File: config.mk
export PLATFORM = sky130hd
export DESIGN_NAME = tcm_timer
export DESIGN_NICKNAME = d
export VERILOG_FILES = /design/src/tcm_cap_input.sv /design/src/tcm_timer.sv
export SDC_FILE = /design/constraint.sdc
export NUM_CORES = 1
export LEC_CHECK = 0
export BUFFER_PORTS_ARGS = -buffer_cell sky130_fd_sc_hd__buf_4
export CAP_MARGIN = 20
export CELL_PAD_IN_SITES_DETAIL_PLACEMENT = 1
export CELL_PAD_IN_SITES_GLOBAL_PLACEMENT = 1
export CORE_MARGIN = 5
export CORE_UTILIZATION = 50
export CTS_CLUSTER_SIZE = 28
export DETAILED_ROUTE_END_ITERATION = 8
export PLACE_DENSITY = 0.82
export SYNTH_ARGS = -nofsm -noshare
export SYNTH_HDL_FRONTEND = slang
export SYNTH_HIERARCHICAL = 1
export SYNTH_SLANG_ARGS = --single-unit
File: constraint.sdc
create_clock -name ref_clk -period 9.5 [get_ports ref_clk]
set_clock_uncertainty 0.05 [all_clocks]
set_input_delay 1.425 -clock ref_clk [delete_from_list [all_inputs] [get_ports ref_clk]]
set_output_delay 1.425 -clock ref_clk [all_outputs]
set_load 0.01 [all_outputs]
File: src/tcm_cap_input.sv
// Register package and capture pin conditioner for the timer
`timescale 1ns/1ps
`default_nettype none
package tcm_pkg;
	localparam int ADDR_W = 8;
	localparam int DATA_W = 32;
	localparam int NCH = 4;
	localparam int PINS_PER_CH = 2;
	localparam int CAP_PINS = NCH * PINS_PER_CH;
	localparam int MAT_PINS = NCH * PINS_PER_CH;
	// Register offsets
	localparam logic [ADDR_W-1:0] CTRL_OFF = 8'h00;
	localparam logic [ADDR_W-1:0] MODE_OFF = 8'h04;
	localparam logic [ADDR_W-1:0] COUNT_OFF = 8'h08;
	localparam logic [ADDR_W-1:0] PSTERM_OFF = 8'h0c;
	localparam logic [ADDR_W-1:0] PSCNT_OFF = 8'h10;
	localparam logic [ADDR_W-1:0] MATCTL_OFF = 8'h14;
	localparam logic [ADDR_W-1:0] CAPCTL_OFF = 8'h18;
	localparam logic [ADDR_W-1:0] EXTCTL_OFF = 8'h1c;
	localparam logic [ADDR_W-1:0] FLAGS_OFF = 8'h20;
	localparam logic [ADDR_W-1:0] PINSEL_OFF = 8'h24;
	localparam logic [ADDR_W-1:0] MATCH_BASE = 8'h40;
	localparam logic [ADDR_W-1:0] CAPT_BASE = 8'h50;
	localparam logic [ADDR_W-1:0] BANK_MASK = 8'hf0;
	// Field positions
	localparam int CTRL_EN_BIT = 0;
	localparam int CTRL_RST_BIT = 1;
	localparam int MODE_CNT_LSB = 0;
	localparam int MODE_SEL_LSB = 2;
	localparam int EXT_ACT_LSB = 4;
	localparam int PIN_AND_LSB = 8;
	localparam int PIN_MAT_LSB = 16;
	localparam int MC_IRQ = 0;
	localparam int MC_RST = 1;
	localparam int MC_STOP = 2;
	localparam int CC_RISE = 0;
	localparam int CC_FALL = 1;
	localparam int CC_IRQ = 2;
	localparam int CAP_FLAG_LSB = 4;
	// Counting modes
	localparam logic [1:0] MODE_TIMER = 2'h0;
	// External output actions
	localparam logic [1:0] ACT_NONE = 2'h0;
	localparam logic [1:0] ACT_LOW = 2'h1;
	localparam logic [1:0] ACT_HIGH = 2'h2;
	localparam logic [1:0] ACT_TOGGLE = 2'h3;
	// Reset values
	localparam logic [DATA_W-1:0] ZERO_W = 32'h0000_0000;
	localparam logic [7:0] PINEN_RST = 8'h55;
	localparam logic [7:0] MATPIN_RST = 8'h0f;
	// Bus responses
	localparam logic [1:0] RESP_OKAY = 2'h0;
	localparam logic [1:0] RESP_SLVERR = 2'h2;

	typedef struct packed {
		logic awvalid;
		logic [ADDR_W-1:0] awaddr;
		logic wvalid;
		logic [DATA_W-1:0] wdata;
		logic [3:0] wstrb;
		logic bready;
		logic arvalid;
		logic [ADDR_W-1:0] araddr;
		logic rready;
	} tcm_axi_req_t;

	typedef struct packed {
		logic awready;
		logic wready;
		logic bvalid;
		logic [1:0] bresp;
		logic arready;
		logic rvalid;
		logic [DATA_W-1:0] rdata;
		logic [1:0] rresp;
	} tcm_axi_rsp_t;

	typedef enum logic [1:0] {
		ST_IDLE = 2'b01,
		ST_RESP = 2'b10
	} tcm_bus_st_t;
endpackage

// Synchronises a channel's pins, combines them and detects edges
module tcm_cap_input (
	// Clock and reset
	input wire logic ref_clk,
	input wire logic rstn,
	// Pins and selection
	input wire logic [tcm_pkg::PINS_PER_CH-1:0] pins,
	input wire logic [tcm_pkg::PINS_PER_CH-1:0] pinEn,
	input wire logic andMode,
	// Edge pulses
	output logic rise,
	output logic fall
);
	import tcm_pkg::*;

	logic [PINS_PER_CH-1:0] meta_r;
	logic [PINS_PER_CH-1:0] sync_r;
	logic comb_r;
	logic combNxt;

	always_ff @(posedge ref_clk or negedge rstn) begin
		if (!rstn) begin
			meta_r <= '0;
			sync_r <= '0;
		end else begin
			meta_r <= pins;
			sync_r <= meta_r;
		end
	end

	// OR or AND of the enabled pins
	always_comb begin
		if (andMode)
			combNxt = &(sync_r | ~pinEn) & (|pinEn);
		else
			combNxt = |(sync_r & pinEn);
	end

	always_ff @(posedge ref_clk or negedge rstn) begin
		if (!rstn)
			comb_r <= 1'b0;
		else
			comb_r <= combNxt;
	end

	assign rise = combNxt & ~comb_r;
	assign fall = ~combNxt & comb_r;
endmodule
`default_nettype wire

File: src/tcm_timer.sv
// Timer/counter with prescaler, capture, match and AXI4-Lite registers
//
// The implementer's own choices: the register addresses and register access over AXI4-Lite.
`timescale 1ns/1ps
`default_nettype none
// Operation
// The count register and its prescaler are both 32 bits wide.
// Software picks timer mode on the clock or event counting mode.
// Event mode counts edges of one capture input, pulses lasting a clock.
// Other capture inputs keep capturing while one is the event source.
// Four 32-bit capture channels store the count on an edge, optional flag.
// Four 32-bit match registers are compared against the count.
// A match may leave the count running and optionally raise a flag.
// A match may stop the count and optionally raise a flag.
// A match may clear the count and optionally raise a flag.
// Each match drives an output low, high, toggled or unchanged.
// Capture pins combine by OR or AND and match outputs fan out to pins.
// The prescaler wraps at its terminal value and then bumps the count.
module tcm_timer (
	// Clock and reset
	input wire logic ref_clk,
	input wire logic rstn,
	// Register bus
	input wire tcm_pkg::tcm_axi_req_t axiReq,
	output var tcm_pkg::tcm_axi_rsp_t axiRsp,
	// Capture and match pins
	input wire logic [tcm_pkg::CAP_PINS-1:0] capPins,
	output logic [tcm_pkg::MAT_PINS-1:0] matchPins,
	// Event request
	output logic irq
);
	import tcm_pkg::*;

	logic enable_r;
	logic ctrReset_r;
	logic [1:0] cntMode_r;
	logic [1:0] evSel_r;
	logic [DATA_W-1:0] tc_r;
	logic [DATA_W-1:0] pr_r;
	logic [DATA_W-1:0] pc_r;
	logic [DATA_W-1:0] match_r [NCH];
	logic [DATA_W-1:0] capt_r [NCH];
	logic [3*NCH-1:0] matCtl_r;
	logic [3*NCH-1:0] capCtl_r;
	logic [NCH-1:0] extOut_r;
	logic [2*NCH-1:0] extAct_r;
	logic [2*NCH-1:0] flags_r;
	logic [CAP_PINS-1:0] capPinEn_r;
	logic [NCH-1:0] capAnd_r;
	logic [MAT_PINS-1:0] matPinEn_r;
	logic [MAT_PINS-1:0] matchPins_r;

	logic [NCH-1:0] capRise;
	logic [NCH-1:0] capFall;
	logic [NCH-1:0] capHit;
	logic [NCH-1:0] matchHit;
	logic evEdge;
	logic countEn;
	logic tick;
	logic anyReset;
	logic anyStop;
	logic [2*NCH-1:0] flagSet;

	tcm_bus_st_t wrState_r;
	tcm_bus_st_t rdState_r;
	logic awHave_r;
	logic wHave_r;
	logic [ADDR_W-1:0] awAddr_r;
	logic [DATA_W-1:0] wData_r;
	logic [3:0] wStrb_r;
	logic [1:0] bresp_r;
	logic [DATA_W-1:0] rdata_r;
	logic [1:0] rresp_r;
	logic regWr;
	logic [DATA_W-1:0] rdWord;

	// Byte-lane merge of a write into an old value
	function automatic logic [DATA_W-1:0] merge(input logic [DATA_W-1:0] old,
			input logic [DATA_W-1:0] nw, input logic [3:0] strb);
		logic [DATA_W-1:0] res;
		res = old;
		for (int b = 0; b < 4; b++) begin
			if (strb[b])
				res[8*b+:8] = nw[8*b+:8];
		end
		return res;
	endfunction

	// Address decode shared by read and write paths
	function automatic logic mapped(input logic [ADDR_W-1:0] a);
		logic ok;
		ok = (a[1:0] == 2'h0) && ((a <= PINSEL_OFF) ||
			((a & BANK_MASK) == MATCH_BASE) || ((a & BANK_MASK) == CAPT_BASE));
		return ok;
	endfunction

	// Capture pin conditioning per channel
	generate
		for (genvar c = 0; c < NCH; c++) begin : gCap
			tcm_cap_input uIn (
				.ref_clk(ref_clk),
				.rstn(rstn),
				.pins(capPins[PINS_PER_CH*c+:PINS_PER_CH]),
				.pinEn(capPinEn_r[PINS_PER_CH*c+:PINS_PER_CH]),
				.andMode(capAnd_r[c]),
				.rise(capRise[c]),
				.fall(capFall[c])
			);
			assign capHit[c] = (capRise[c] & capCtl_r[3*c+CC_RISE]) |
				(capFall[c] & capCtl_r[3*c+CC_FALL]);
			assign matchHit[c] = tick && (tc_r == match_r[c]);
		end
	endgenerate

	// Count source and prescale wrap
	assign evEdge = (cntMode_r[0] & capRise[evSel_r]) |
		(cntMode_r[1] & capFall[evSel_r]);
	assign countEn = (cntMode_r == MODE_TIMER) ? 1'b1 : evEdge;
	assign tick = enable_r && countEn && (pc_r == pr_r);

	always_comb begin
		anyReset = 1'b0;
		anyStop = 1'b0;
		flagSet = '0;
		for (int i = 0; i < NCH; i++) begin
			anyReset = anyReset | (matchHit[i] & matCtl_r[3*i+MC_RST]);
			anyStop = anyStop | (matchHit[i] & matCtl_r[3*i+MC_STOP]);
			flagSet[i] = matchHit[i] & matCtl_r[3*i+MC_IRQ];
			flagSet[CAP_FLAG_LSB+i] = capHit[i] & capCtl_r[3*i+CC_IRQ];
		end
	end

	// Write channel
	assign regWr = awHave_r && wHave_r && (wrState_r == ST_IDLE);

	always_ff @(posedge ref_clk or negedge rstn) begin
		if (!rstn) begin
			wrState_r <= ST_IDLE;
			awHave_r <= 1'b0;
			wHave_r <= 1'b0;
			awAddr_r <= '0;
			wData_r <= ZERO_W;
			wStrb_r <= 4'h0;
			bresp_r <= RESP_OKAY;
		end else begin
			if (axiReq.awvalid && axiRsp.awready) begin
				awHave_r <= 1'b1;
				awAddr_r <= axiReq.awaddr;
			end
			if (axiReq.wvalid && axiRsp.wready) begin
				wHave_r <= 1'b1;
				wData_r <= axiReq.wdata;
				wStrb_r <= axiReq.wstrb;
			end
			case (wrState_r)
				ST_IDLE: begin
					if (regWr) begin
						awHave_r <= 1'b0;
						wHave_r <= 1'b0;
						bresp_r <= mapped(awAddr_r) ? RESP_OKAY : RESP_SLVERR;
						wrState_r <= ST_RESP;
					end
				end
				ST_RESP: begin
					if (axiReq.bready)
						wrState_r <= ST_IDLE;
				end
				default: wrState_r <= ST_IDLE;
			endcase
		end
	end

	// Read data selection
	always_comb begin
		rdWord = ZERO_W;
		case (axiReq.araddr & BANK_MASK)
			MATCH_BASE: rdWord = match_r[axiReq.araddr[3:2]];
			CAPT_BASE: rdWord = capt_r[axiReq.araddr[3:2]];
			default: begin
				case (axiReq.araddr)
					CTRL_OFF: rdWord[1:0] = {ctrReset_r, enable_r};
					MODE_OFF: rdWord[3:0] = {evSel_r, cntMode_r};
					COUNT_OFF: rdWord = tc_r;
					PSTERM_OFF: rdWord = pr_r;
					PSCNT_OFF: rdWord = pc_r;
					MATCTL_OFF: rdWord[3*NCH-1:0] = matCtl_r;
					CAPCTL_OFF: rdWord[3*NCH-1:0] = capCtl_r;
					EXTCTL_OFF: rdWord[11:0] = {extAct_r, extOut_r};
					FLAGS_OFF: rdWord[2*NCH-1:0] = flags_r;
					PINSEL_OFF: rdWord[23:0] = {matPinEn_r, 4'h0, capAnd_r,
						capPinEn_r};
					default: rdWord = ZERO_W;
				endcase
			end
		endcase
	end

	// Read channel
	always_ff @(posedge ref_clk or negedge rstn) begin
		if (!rstn) begin
			rdState_r <= ST_IDLE;
			rdata_r <= ZERO_W;
			rresp_r <= RESP_OKAY;
		end else begin
			case (rdState_r)
				ST_IDLE: begin
					if (axiReq.arvalid) begin
						rdata_r <= mapped(axiReq.araddr) ? rdWord :
							ZERO_W;
						rresp_r <= mapped(axiReq.araddr) ? RESP_OKAY : RESP_SLVERR;
						rdState_r <= ST_RESP;
					end
				end
				ST_RESP: begin
					if (axiReq.rready)
						rdState_r <= ST_IDLE;
				end
				default: rdState_r <= ST_IDLE;
			endcase
		end
	end

	always_comb begin
		axiRsp.awready = !awHave_r && (wrState_r == ST_IDLE);
		axiRsp.wready = !wHave_r && (wrState_r == ST_IDLE);
		axiRsp.bvalid = (wrState_r == ST_RESP);
		axiRsp.bresp = bresp_r;
		axiRsp.arready = (rdState_r == ST_IDLE);
		axiRsp.rvalid = (rdState_r == ST_RESP);
		axiRsp.rdata = rdata_r;
		axiRsp.rresp = rresp_r;
	end

	// Control and configuration registers
	always_ff @(posedge ref_clk or negedge rstn) begin
		if (!rstn) begin
			enable_r <= 1'b0;
			ctrReset_r <= 1'b0;
			cntMode_r <= MODE_TIMER;
			evSel_r <= 2'h0;
			pr_r <= ZERO_W;
			matCtl_r <= '0;
			capCtl_r <= '0;
			extAct_r <= '0;
			capPinEn_r <= PINEN_RST;
			capAnd_r <= '0;
			matPinEn_r <= MATPIN_RST;
		end else begin
			if (anyStop)
				enable_r <= 1'b0;
			if (regWr) begin
				case (awAddr_r)
					CTRL_OFF: if (wStrb_r[0]) begin
						enable_r <= wData_r[CTRL_EN_BIT];
						ctrReset_r <= wData_r[CTRL_RST_BIT];
					end
					MODE_OFF: if (wStrb_r[0]) begin
						cntMode_r <= wData_r[MODE_CNT_LSB+:2];
						evSel_r <= wData_r[MODE_SEL_LSB+:2];
					end
					PSTERM_OFF: pr_r <= merge(pr_r, wData_r, wStrb_r);
					MATCTL_OFF: matCtl_r <= 12'(merge({20'h0, matCtl_r},
						wData_r, wStrb_r));
					CAPCTL_OFF: capCtl_r <= 12'(merge({20'h0, capCtl_r},
						wData_r, wStrb_r));
					EXTCTL_OFF: if (wStrb_r[0])
						extAct_r[3:0] <= wData_r[EXT_ACT_LSB+:4];
					PINSEL_OFF: begin
						if (wStrb_r[0])
							capPinEn_r <= wData_r[7:0];
						if (wStrb_r[1])
							capAnd_r <= wData_r[PIN_AND_LSB+:NCH];
						if (wStrb_r[2])
							matPinEn_r <= wData_r[PIN_MAT_LSB+:MAT_PINS];
					end
					default: ;
				endcase
				if (awAddr_r == EXTCTL_OFF && wStrb_r[1])
					extAct_r[7:4] <= wData_r[8+:4];
			end
		end
	end

	// Match value registers
	always_ff @(posedge ref_clk or negedge rstn) begin
		if (!rstn) begin
			for (int i = 0; i < NCH; i++)
				match_r[i] <= ZERO_W;
		end else if (regWr && mapped(awAddr_r) &&
				(awAddr_r & BANK_MASK) == MATCH_BASE) begin
			match_r[awAddr_r[3:2]] <= merge(match_r[awAddr_r[3:2]], wData_r,
				wStrb_r);
		end
	end

	// Prescale counter
	always_ff @(posedge ref_clk or negedge rstn) begin
		if (!rstn)
			pc_r <= ZERO_W;
		else if (ctrReset_r)
			pc_r <= ZERO_W;
		else if (enable_r && countEn)
			pc_r <= (pc_r == pr_r) ? ZERO_W : pc_r + 32'h0000_0001;
	end

	// Main counter
	always_ff @(posedge ref_clk or negedge rstn) begin
		if (!rstn)
			tc_r <= ZERO_W;
		else if (ctrReset_r)
			tc_r <= ZERO_W;
		else if (regWr && awAddr_r == COUNT_OFF)
			tc_r <= merge(tc_r, wData_r, wStrb_r);
		else if (tick)
			tc_r <= anyReset ? ZERO_W : tc_r + 32'h0000_0001;
	end

	// Capture registers
	always_ff @(posedge ref_clk or negedge rstn) begin
		if (!rstn) begin
			for (int i = 0; i < NCH; i++)
				capt_r[i] <= ZERO_W;
		end else begin
			for (int i = 0; i < NCH; i++) begin
				if (capHit[i])
					capt_r[i] <= tc_r;
			end
		end
	end

	// Sticky flags, set wins over write-one clear
	always_ff @(posedge ref_clk or negedge rstn) begin
		if (!rstn)
			flags_r <= '0;
		else if (regWr && awAddr_r == FLAGS_OFF && wStrb_r[0])
			flags_r <= (flags_r & ~wData_r[2*NCH-1:0]) | flagSet;
		else
			flags_r <= flags_r | flagSet;
	end

	assign irq = |flags_r;

	// External match outputs
	always_ff @(posedge ref_clk or negedge rstn) begin
		if (!rstn) begin
			extOut_r <= '0;
		end else begin
			for (int i = 0; i < NCH; i++) begin
				if (matchHit[i]) begin
					case (extAct_r[2*i+:2])
						ACT_LOW: extOut_r[i] <= 1'b0;
						ACT_HIGH: extOut_r[i] <= 1'b1;
						ACT_TOGGLE: extOut_r[i] <= ~extOut_r[i];
						default: ;
					endcase
				end else if (regWr && awAddr_r == EXTCTL_OFF && wStrb_r[0]) begin
					extOut_r[i] <= wData_r[i];
				end
			end
		end
	end

	// Broadcast of each output to its pins
	always_ff @(posedge ref_clk or negedge rstn) begin
		if (!rstn) begin
			matchPins_r <= '0;
		end else begin
			for (int j = 0; j < MAT_PINS; j++)
				matchPins_r[j] <= matPinEn_r[j] & extOut_r[j % NCH];
		end
	end

	assign matchPins = matchPins_r;
endmodule
`default_nettype wire

==> results of run 1 <==
[placed cells by master, fill, tap and decap left out, drive strengths merged, types with 28 or more instances in the layout]
cell and count:
nor4 39, xor2 143, nand4 37, o21ai 221, a22o 29, nand2 262, clkbuf 89, mux4 97
mux2i 69, buf 147, xnor2 46, a222oi 28, mux2 245, nor2 86, dfrtp 524, a21oi 41
nand3 50
[worst min path at each step]
stage          slack [ns]               endpoint  depth (start not counted)
4_1_cts              0.31  gCap[3].uIn/sync_r[0]                          0
6_report             0.30  gCap[3].uIn/sync_r[1]                          0
2_1_floorplan        0.28  gCap[0].uIn/sync_r[0]                          0
5_1_grt              0.31  gCap[3].uIn/sync_r[0]                          0
3_3_place_gp         0.28  gCap[1].uIn/sync_r[0]                          0
3_5_place_dp         0.29  gCap[0].uIn/sync_r[0]                          0
[sequential cells by signal, summed over array words and instances, names as in the netlist, 12 cells and up]
| signal | flops |
|---|---|
| capCtl_r | 12 |
| wData_r | 32 |
| pc_r | 32 |
| capt_r | 128 |
| matCtl_r | 12 |
| pr_r | 32 |
| rdata_r | 32 |
| match_r | 128 |
| tc_r | 32 |
[final cells by class]
class	count	area (µm²)	share of cell area (%)
antenna	2	5.00	0.0165
inverter	25	93.8	0.309
tap	696	871	2.87
timing repair buffer	148	1130	3.72
multi-input combinational	1625	13000	42.9
sequential	534	13400	44.1
clock inverter	19	158	0.519
clock buffer	88	1720	5.65
[power by group]
group	internal, µW	switching (µW)	leakage, µW
sequential	2530	664	0.00724
clock	1290	960	0.000927
combinational	624	982	0.00601
total	4450	2610	0.0142
[stage by stage]
stage / std cells / hold WS [ns] / total power (µW)
floorplan: 2362 / 0.281 / 3910
global placement: 3026 / 0.283 / 4660
detailed placement: 3026 / 0.290 / 4760
CTS: 3133 / 0.307 / 7010
global route: 3135 / 0.314 / 7270
finish: 3137 / 0.302 / 7060
[cell families (layout without fill, tap and decap cells)]
family | after synthesis | after routing
and+or+nand+nor | 592 | 592
DFF | 534 | 534
AOI/OAI and AO/OA | 429 | 429
muxes | 411 | 411
buffers and inverters | 203 | 280
xor gates and xnor gates | 189 | 189
adders and majority gates | 2 | 2
other | 1 | 4
[metal layers]
| layer | vias up | share of wire, % |
|---|---|---|
| li1 | 8700 | - |
| met1 | 11100 | 38 |
| met2 | 1208 | 46 |
| met3 | 368 | 9.3 |
| met4 | 6 | 6.3 |
| met5 | - | 0.039 |
==> run_results.csv, run 1 <==
group,metric,value,unit
run_status,status,"finished, final reports clean",
synthesis,synth_area,27100,µm²
grt,grt_remaining_overflow,0,
synthesis,synth.area.mux_share,20.8,%
clocking,cts_tree,"yes",
power,p_leak,0.0142,µW
timing,hold_viol_final,0,
worst_setup_path,worstPathMaxFanout,15,
timing,worst_slew_pin_slew,1.14,ns
grt,grt.met3_usage,7.23,%
synthesis,yosys_warnings,6,
worst_setup_path,r2r_setup_slack,5.49,ns
place,pre_cts_ws,4.96,ns
flow_run,maxCapViolCount,0,
grt,grt_pass1_wl,149000,µm
route,viasPerCell,6.82,
synthesis,yosysMostFrequentCell,"dfrtp_1",
worst_setup_path,arrival,4.47,ns
worst_setup_path,crit_end,"tc_r[5]",
worst_setup_path,crit_family,"simple AND/OR/NAND/NOR gates",
floorplanning,die_h,243,µm
worst_setup_path,crit_slowest_cell,"dfrtp_1",
layout,area_delta_synth_final,11.9,%
synthesis,synth_edf_count,0,
grt,grt-busiest-layer,"met2",
clocking,clkLatencyLatePin,0.63,ns
clocking,cts.sinks,534,
timing,slew_viol_final,0,
route,vias,21400,
place,placed_area,28500,µm²
grt,gr-usage-met2,52.2,%
synthesis,syn_inst,2361,
clocking,cts.repair.resized,0,
timing,worst_slack,5.49,ns
synthesis,ys.flop_type,"dfrtp_1",
synthesis,synth_common_cells,"dfrtp_1, nand2_1, mux2_2",
route,dr.pass1.iters,8,
floorplanning,die_w,243,µm
layout,final_area,30400,µm²
worst_setup_path,critical_path_depth,8,
grt,antenna_found_initial,4,
route,wl_per_cell,31.7,µm
worst_setup_path,cp_num_buf_inv,0,
clocking,cts.clk_slew.worst_paths,0.06,ns
place,dpl.hpwl,67500,µm
synthesis,synthSimpleGateAreaFrac,10.4,%
clocking,cts_root_buf,"clkbuf_16",
floorplanning,pin_count,117,
clocking,post_cts_buffers,0,
synthesis,synth_top_family_by_area,"multiplexers",
worst_setup_path,r2r_end,"tc_r[5]",
place,place_congestion,0.928,
synthesis,synth_area_leaders,"dfrtp_1, mux2_2, mux4_2, xor2_1, o21ai_0",
synthesis,synth_adder_area_share,0.0922,%
synthesis,synth-compound-area-share,10.4,%
layout,fillers,5538,
grt,use_met1,43.5,%
worst_setup_path,crit_required,9.95,ns
floorplanning,core-area,53800,µm²
timing,tns,0,ns
clocking,clockBufferDepth,3,
synthesis,ys_seq_elements,534,
worst_setup_path,crit_path_start,"tc_r[5]",
grt,track_usage,33.2,%
worst_setup_path,start_kind,"register",
clocking,htreeDepth,2,
route,drc,0,
hold_path,min_from,"gCap[3].uIn/meta_r[1]",
power,pwr_density_cell,232,nW/µm²
worst_setup_path,end_kind,"register",
timing,max-slew-margin-rel,23.7,%
grt,grt_pass1_vias,22700,
worst_setup_path,r2r_start,"tc_r[5]",
synthesis,yosysTopAreaCell,"dfrtp_1",
layout,nNetsFinal,2460,
worst_setup_path,max_stage_delay,0.77,ns
synthesis,synth_xor_xnor_area_share,6.10,%
route,ant_nets,0,
timing,rsz0062_at_grt,"no",
layout,drive_above_1_share,25.8,%
power,ir_worst_vdd,0.138,mV
grt,grt_max_degree,155,
worst_setup_path,path_cells,"xor2_1, nor4_1, nand4_1, or3_1, a41oi_4, nand2b_1, o21ai_0, a21o_1",
timing,layout_min_cycle_time,4.01,ns
clocking,cts_hold_buf,0,
clocking,numCtsBuffers,57,
synthesis,avgSynthCellArea,11.5,µm²
timing,fmax,249,MHz
floorplanning,rows,85,
floorplanning,dieArea,59000,µm²
route,drt_wl_total,99400,µm
worst_setup_path,path_class,"register to register",
timing,timing.final.crit_share,42.2,%
place,io_buffer_count,114,
floorplanning,start_util,50.4,%
route,initialDrtViolationCount,2582,
synthesis,seq_area_frac_synth,49.3,%
layout,final_util,56.4,%
timing,setup-violations-final,0,
synthesis,synthDistinctLibCells,67,
hold_path,hp-class,"register to register",
synthesis,yosysTopAreaCellShare,48.3,%
synthesis,async_reset_ff_share,100,%
worst_setup_path,worstRegToRegCells,8,
No activity file was read; power rests on OpenSTA's default activity.
==> inputs of run 2 (changes only) <==
clock period = 3.95 ns   (was 9.5 ns; I/O delays follow)
==> run 2 against run 1 <==
Against the previous run:
- global-route usage increased by 0.89 points
- combinational power rose to 2.5 times the previous value
- clock power up 140%
- non-clock buffer count rose by 54
- hold slack worse by 0.27 ns
- wire length rose by 3.1%
- worst setup slack worse by 5.3 ns
- die area did not move
- critical path type unchanged
- critical endpoint is now tc_r[7]
==> run_results.csv, run 2 (synthesis gave the netlist of run 1 again) <==
group,metric,value,unit
run_status,status,"finished, final reports clean",
clocking,clockBufferDepth,3,
clocking,cts.sinks,534,
place,io_buffer_count,114,
floorplanning,start_util,50.4,%
worst_setup_path,crit_required,4.39,ns
power,sw_frac_of_total,36.9,%
place,dpl.hpwl,70800,µm
grt,grt_remaining_overflow,0,
worst_setup_path,worstPathMaxFanout,8,
worst_setup_path,cp_num_buf_inv,0,
timing,rsz0062_at_grt,"no",
timing,max-slew-margin-rel,27.1,%
power,p_sw,6390,µW
power,power_frac_clock,31.6,%
route,viasPerCell,6.84,
grt,grt_pass1_wl,154000,µm
hold_path,hp-class,"primary input to register",
power,ir_worst_vdd,0.347,mV
worst_setup_path,path_cells,"and2_4, nand2_1, and3_1, mux4_2, a32o_2, o31ai_4, or3_1, a41oi_4, nor2_1, a221oi_1, nor3_1",
power,p_leak,0.0145,µW
worst_setup_path,end_kind,"register",
clocking,htreeDepth,2,
route,vias,21800,
floorplanning,pin_count,117,
route,drt_wl_total,102000,µm
layout,drive_above_1_share,27.4,%
route,initialDrtViolationCount,3014,
clocking,cts_root_buf,"clkbuf_16",
timing,tns,0,ns
place,place_congestion,0.987,
worst_setup_path,crit_slowest_cell,"nor2_1",
clocking,numCtsBuffers,56,
layout,reg_top3,"capt_r (128), match_r (128)",
grt,grt_max_degree,138,
worst_setup_path,arrival,4.24,ns
flow_run,maxCapViolCount,0,
place,placed_area,28900,µm²
floorplanning,die_w,243,µm
clocking,post_cts_buffers,0,
layout,layout_common_cells,"dfrtp_1, nand2_1, mux2_2",
power,seqPwrFrac,44.7,%
route,drc,0,
clocking,clkLatencyLatePin,0.62,ns
route,ant_nets,0,
timing,setup-violations-final,0,
floorplanning,core-area,53800,µm²
worst_setup_path,max_stage_delay,0.60,ns
worst_setup_path,crit_family,"simple AND/OR/NAND/NOR gates",
floorplanning,rows,85,
floorplanning,dieArea,59000,µm²
floorplanning,die_h,243,µm
power,combPwrFrac,23.6,%
timing,hold_viol_final,0,
route,wl_per_cell,32.2,µm
layout,final_common_cell,"dfrtp_1",
grt,grt_pass1_vias,23500,
layout,fillers,5477,
worst_setup_path,path_class,"register to register",
clocking,cts.repair.resized,0,
grt,antenna_found_initial,6,
clocking,cts.clk_slew.worst_paths,0.06,ns
power,pwr_density_cell,561,nW/µm²
timing,worst_slew_pin_slew,1.09,ns
timing,timing.final.crit_share,96.2,%
timing,fmax,263,MHz
worst_setup_path,start_kind,"register",
power,power,17300,µW
grt,track_usage,34.1,%
layout,area_delta_synth_final,13.6,%
route,dr.pass1.iters,6,
clocking,cts_tree,"yes",
timing,layout_min_cycle_time,3.80,ns
layout,final_area,30800,µm²
timing,slew_viol_final,0,
power,p_int,10900,µW
layout,nNetsFinal,2513,
clocking,cts_hold_buf,1,
## run 2: cell count changes in the layout (fill, tap and decap cells not counted), sizes merged
cell	previous run	this run
dlygate4sd3	0	1
bufinv	2	4
clkbuf	89	83
inv	26	25
buf	147	201
clkinv	14	12
## run 2: final cells by class
type	count	area [µm²]	area share, %
clock inverters	18	195	0.633
multi-input cells	1625	13000	42.2
flip-flops and latches	534	13400	43.4
clock buffers	83	1680	5.47
inverters	25	93.8	0.305
diodes	2	5.00	0.0162
well taps	696	871	2.83
repair buffers	202	1590	5.16
## run 2: power by group through the flow
stage	logic, µW	clock network [µW]	registers (µW)
floorplan	2760	0	6650
global placement	3760	0	7620
detailed placement	3940	0	7680
CTS	4000	5500	7610
global route	4290	5760	7710
finish	4090	5470	7740
## run 2: layer usage
metal	vias up	routed length, µm	track usage (%)
met4	6	6120	16.9
met1	11300	38100	44.5
li1	8791	-	-
met5	-	44	0
met2	1323	47400	53.9
met3	384	10800	8.12
## run 2: worst paths after layout
| path | startpoint | endpoint | slack, ns | cells after the start |
|---|---|---|---|---|
| min reg2reg | gCap[0].uIn/meta_r[0] | gCap[0].uIn/sync_r[0] | 0.30 | 0 |
| max in group asynchronous | rstn | capt_r[121] | 2.33 | 3 |
| max reg2reg | capPinEn_r[6] | tc_r[7] | 0.15 | 11 |
| min in group asynchronous | rstn | awAddr_r[3] | 0.40 | 2 |
| min | capPins[0] | gCap[0].uIn/meta_r[0] | 0.03 | 1 |
| max | capPinEn_r[6] | tc_r[7] | 0.15 | 11 |
## run 2: worst reg2reg max path, stage by stage (launching register included)
cell and delay, ns:
dfstp_2 0.57, and2_4 0.18, nand2_1 0.10, and3_1 0.21
mux4_2 0.47, a32o_2 0.26, o31ai_4 0.36, or3_1 0.29
a41oi_4 0.07, nor2_1 0.60, a221oi_1 0.20, nor3_1 0.34
## run 2: stage by stage
step,hold slack (ns),util (%),std cells,setup slack [ns]
5_1_grt,0.0297,57.3,3183,0.0569
3_3_place_gp,0.284,53.7,3080,0.393
2_1_floorplan,0.247,-,2362,0.927
3_5_place_dp,0.286,53.7,3080,0.372
6_report,0.0339,57.3,3185,0.149
4_1_cts,0.0143,57.2,3182,0.254
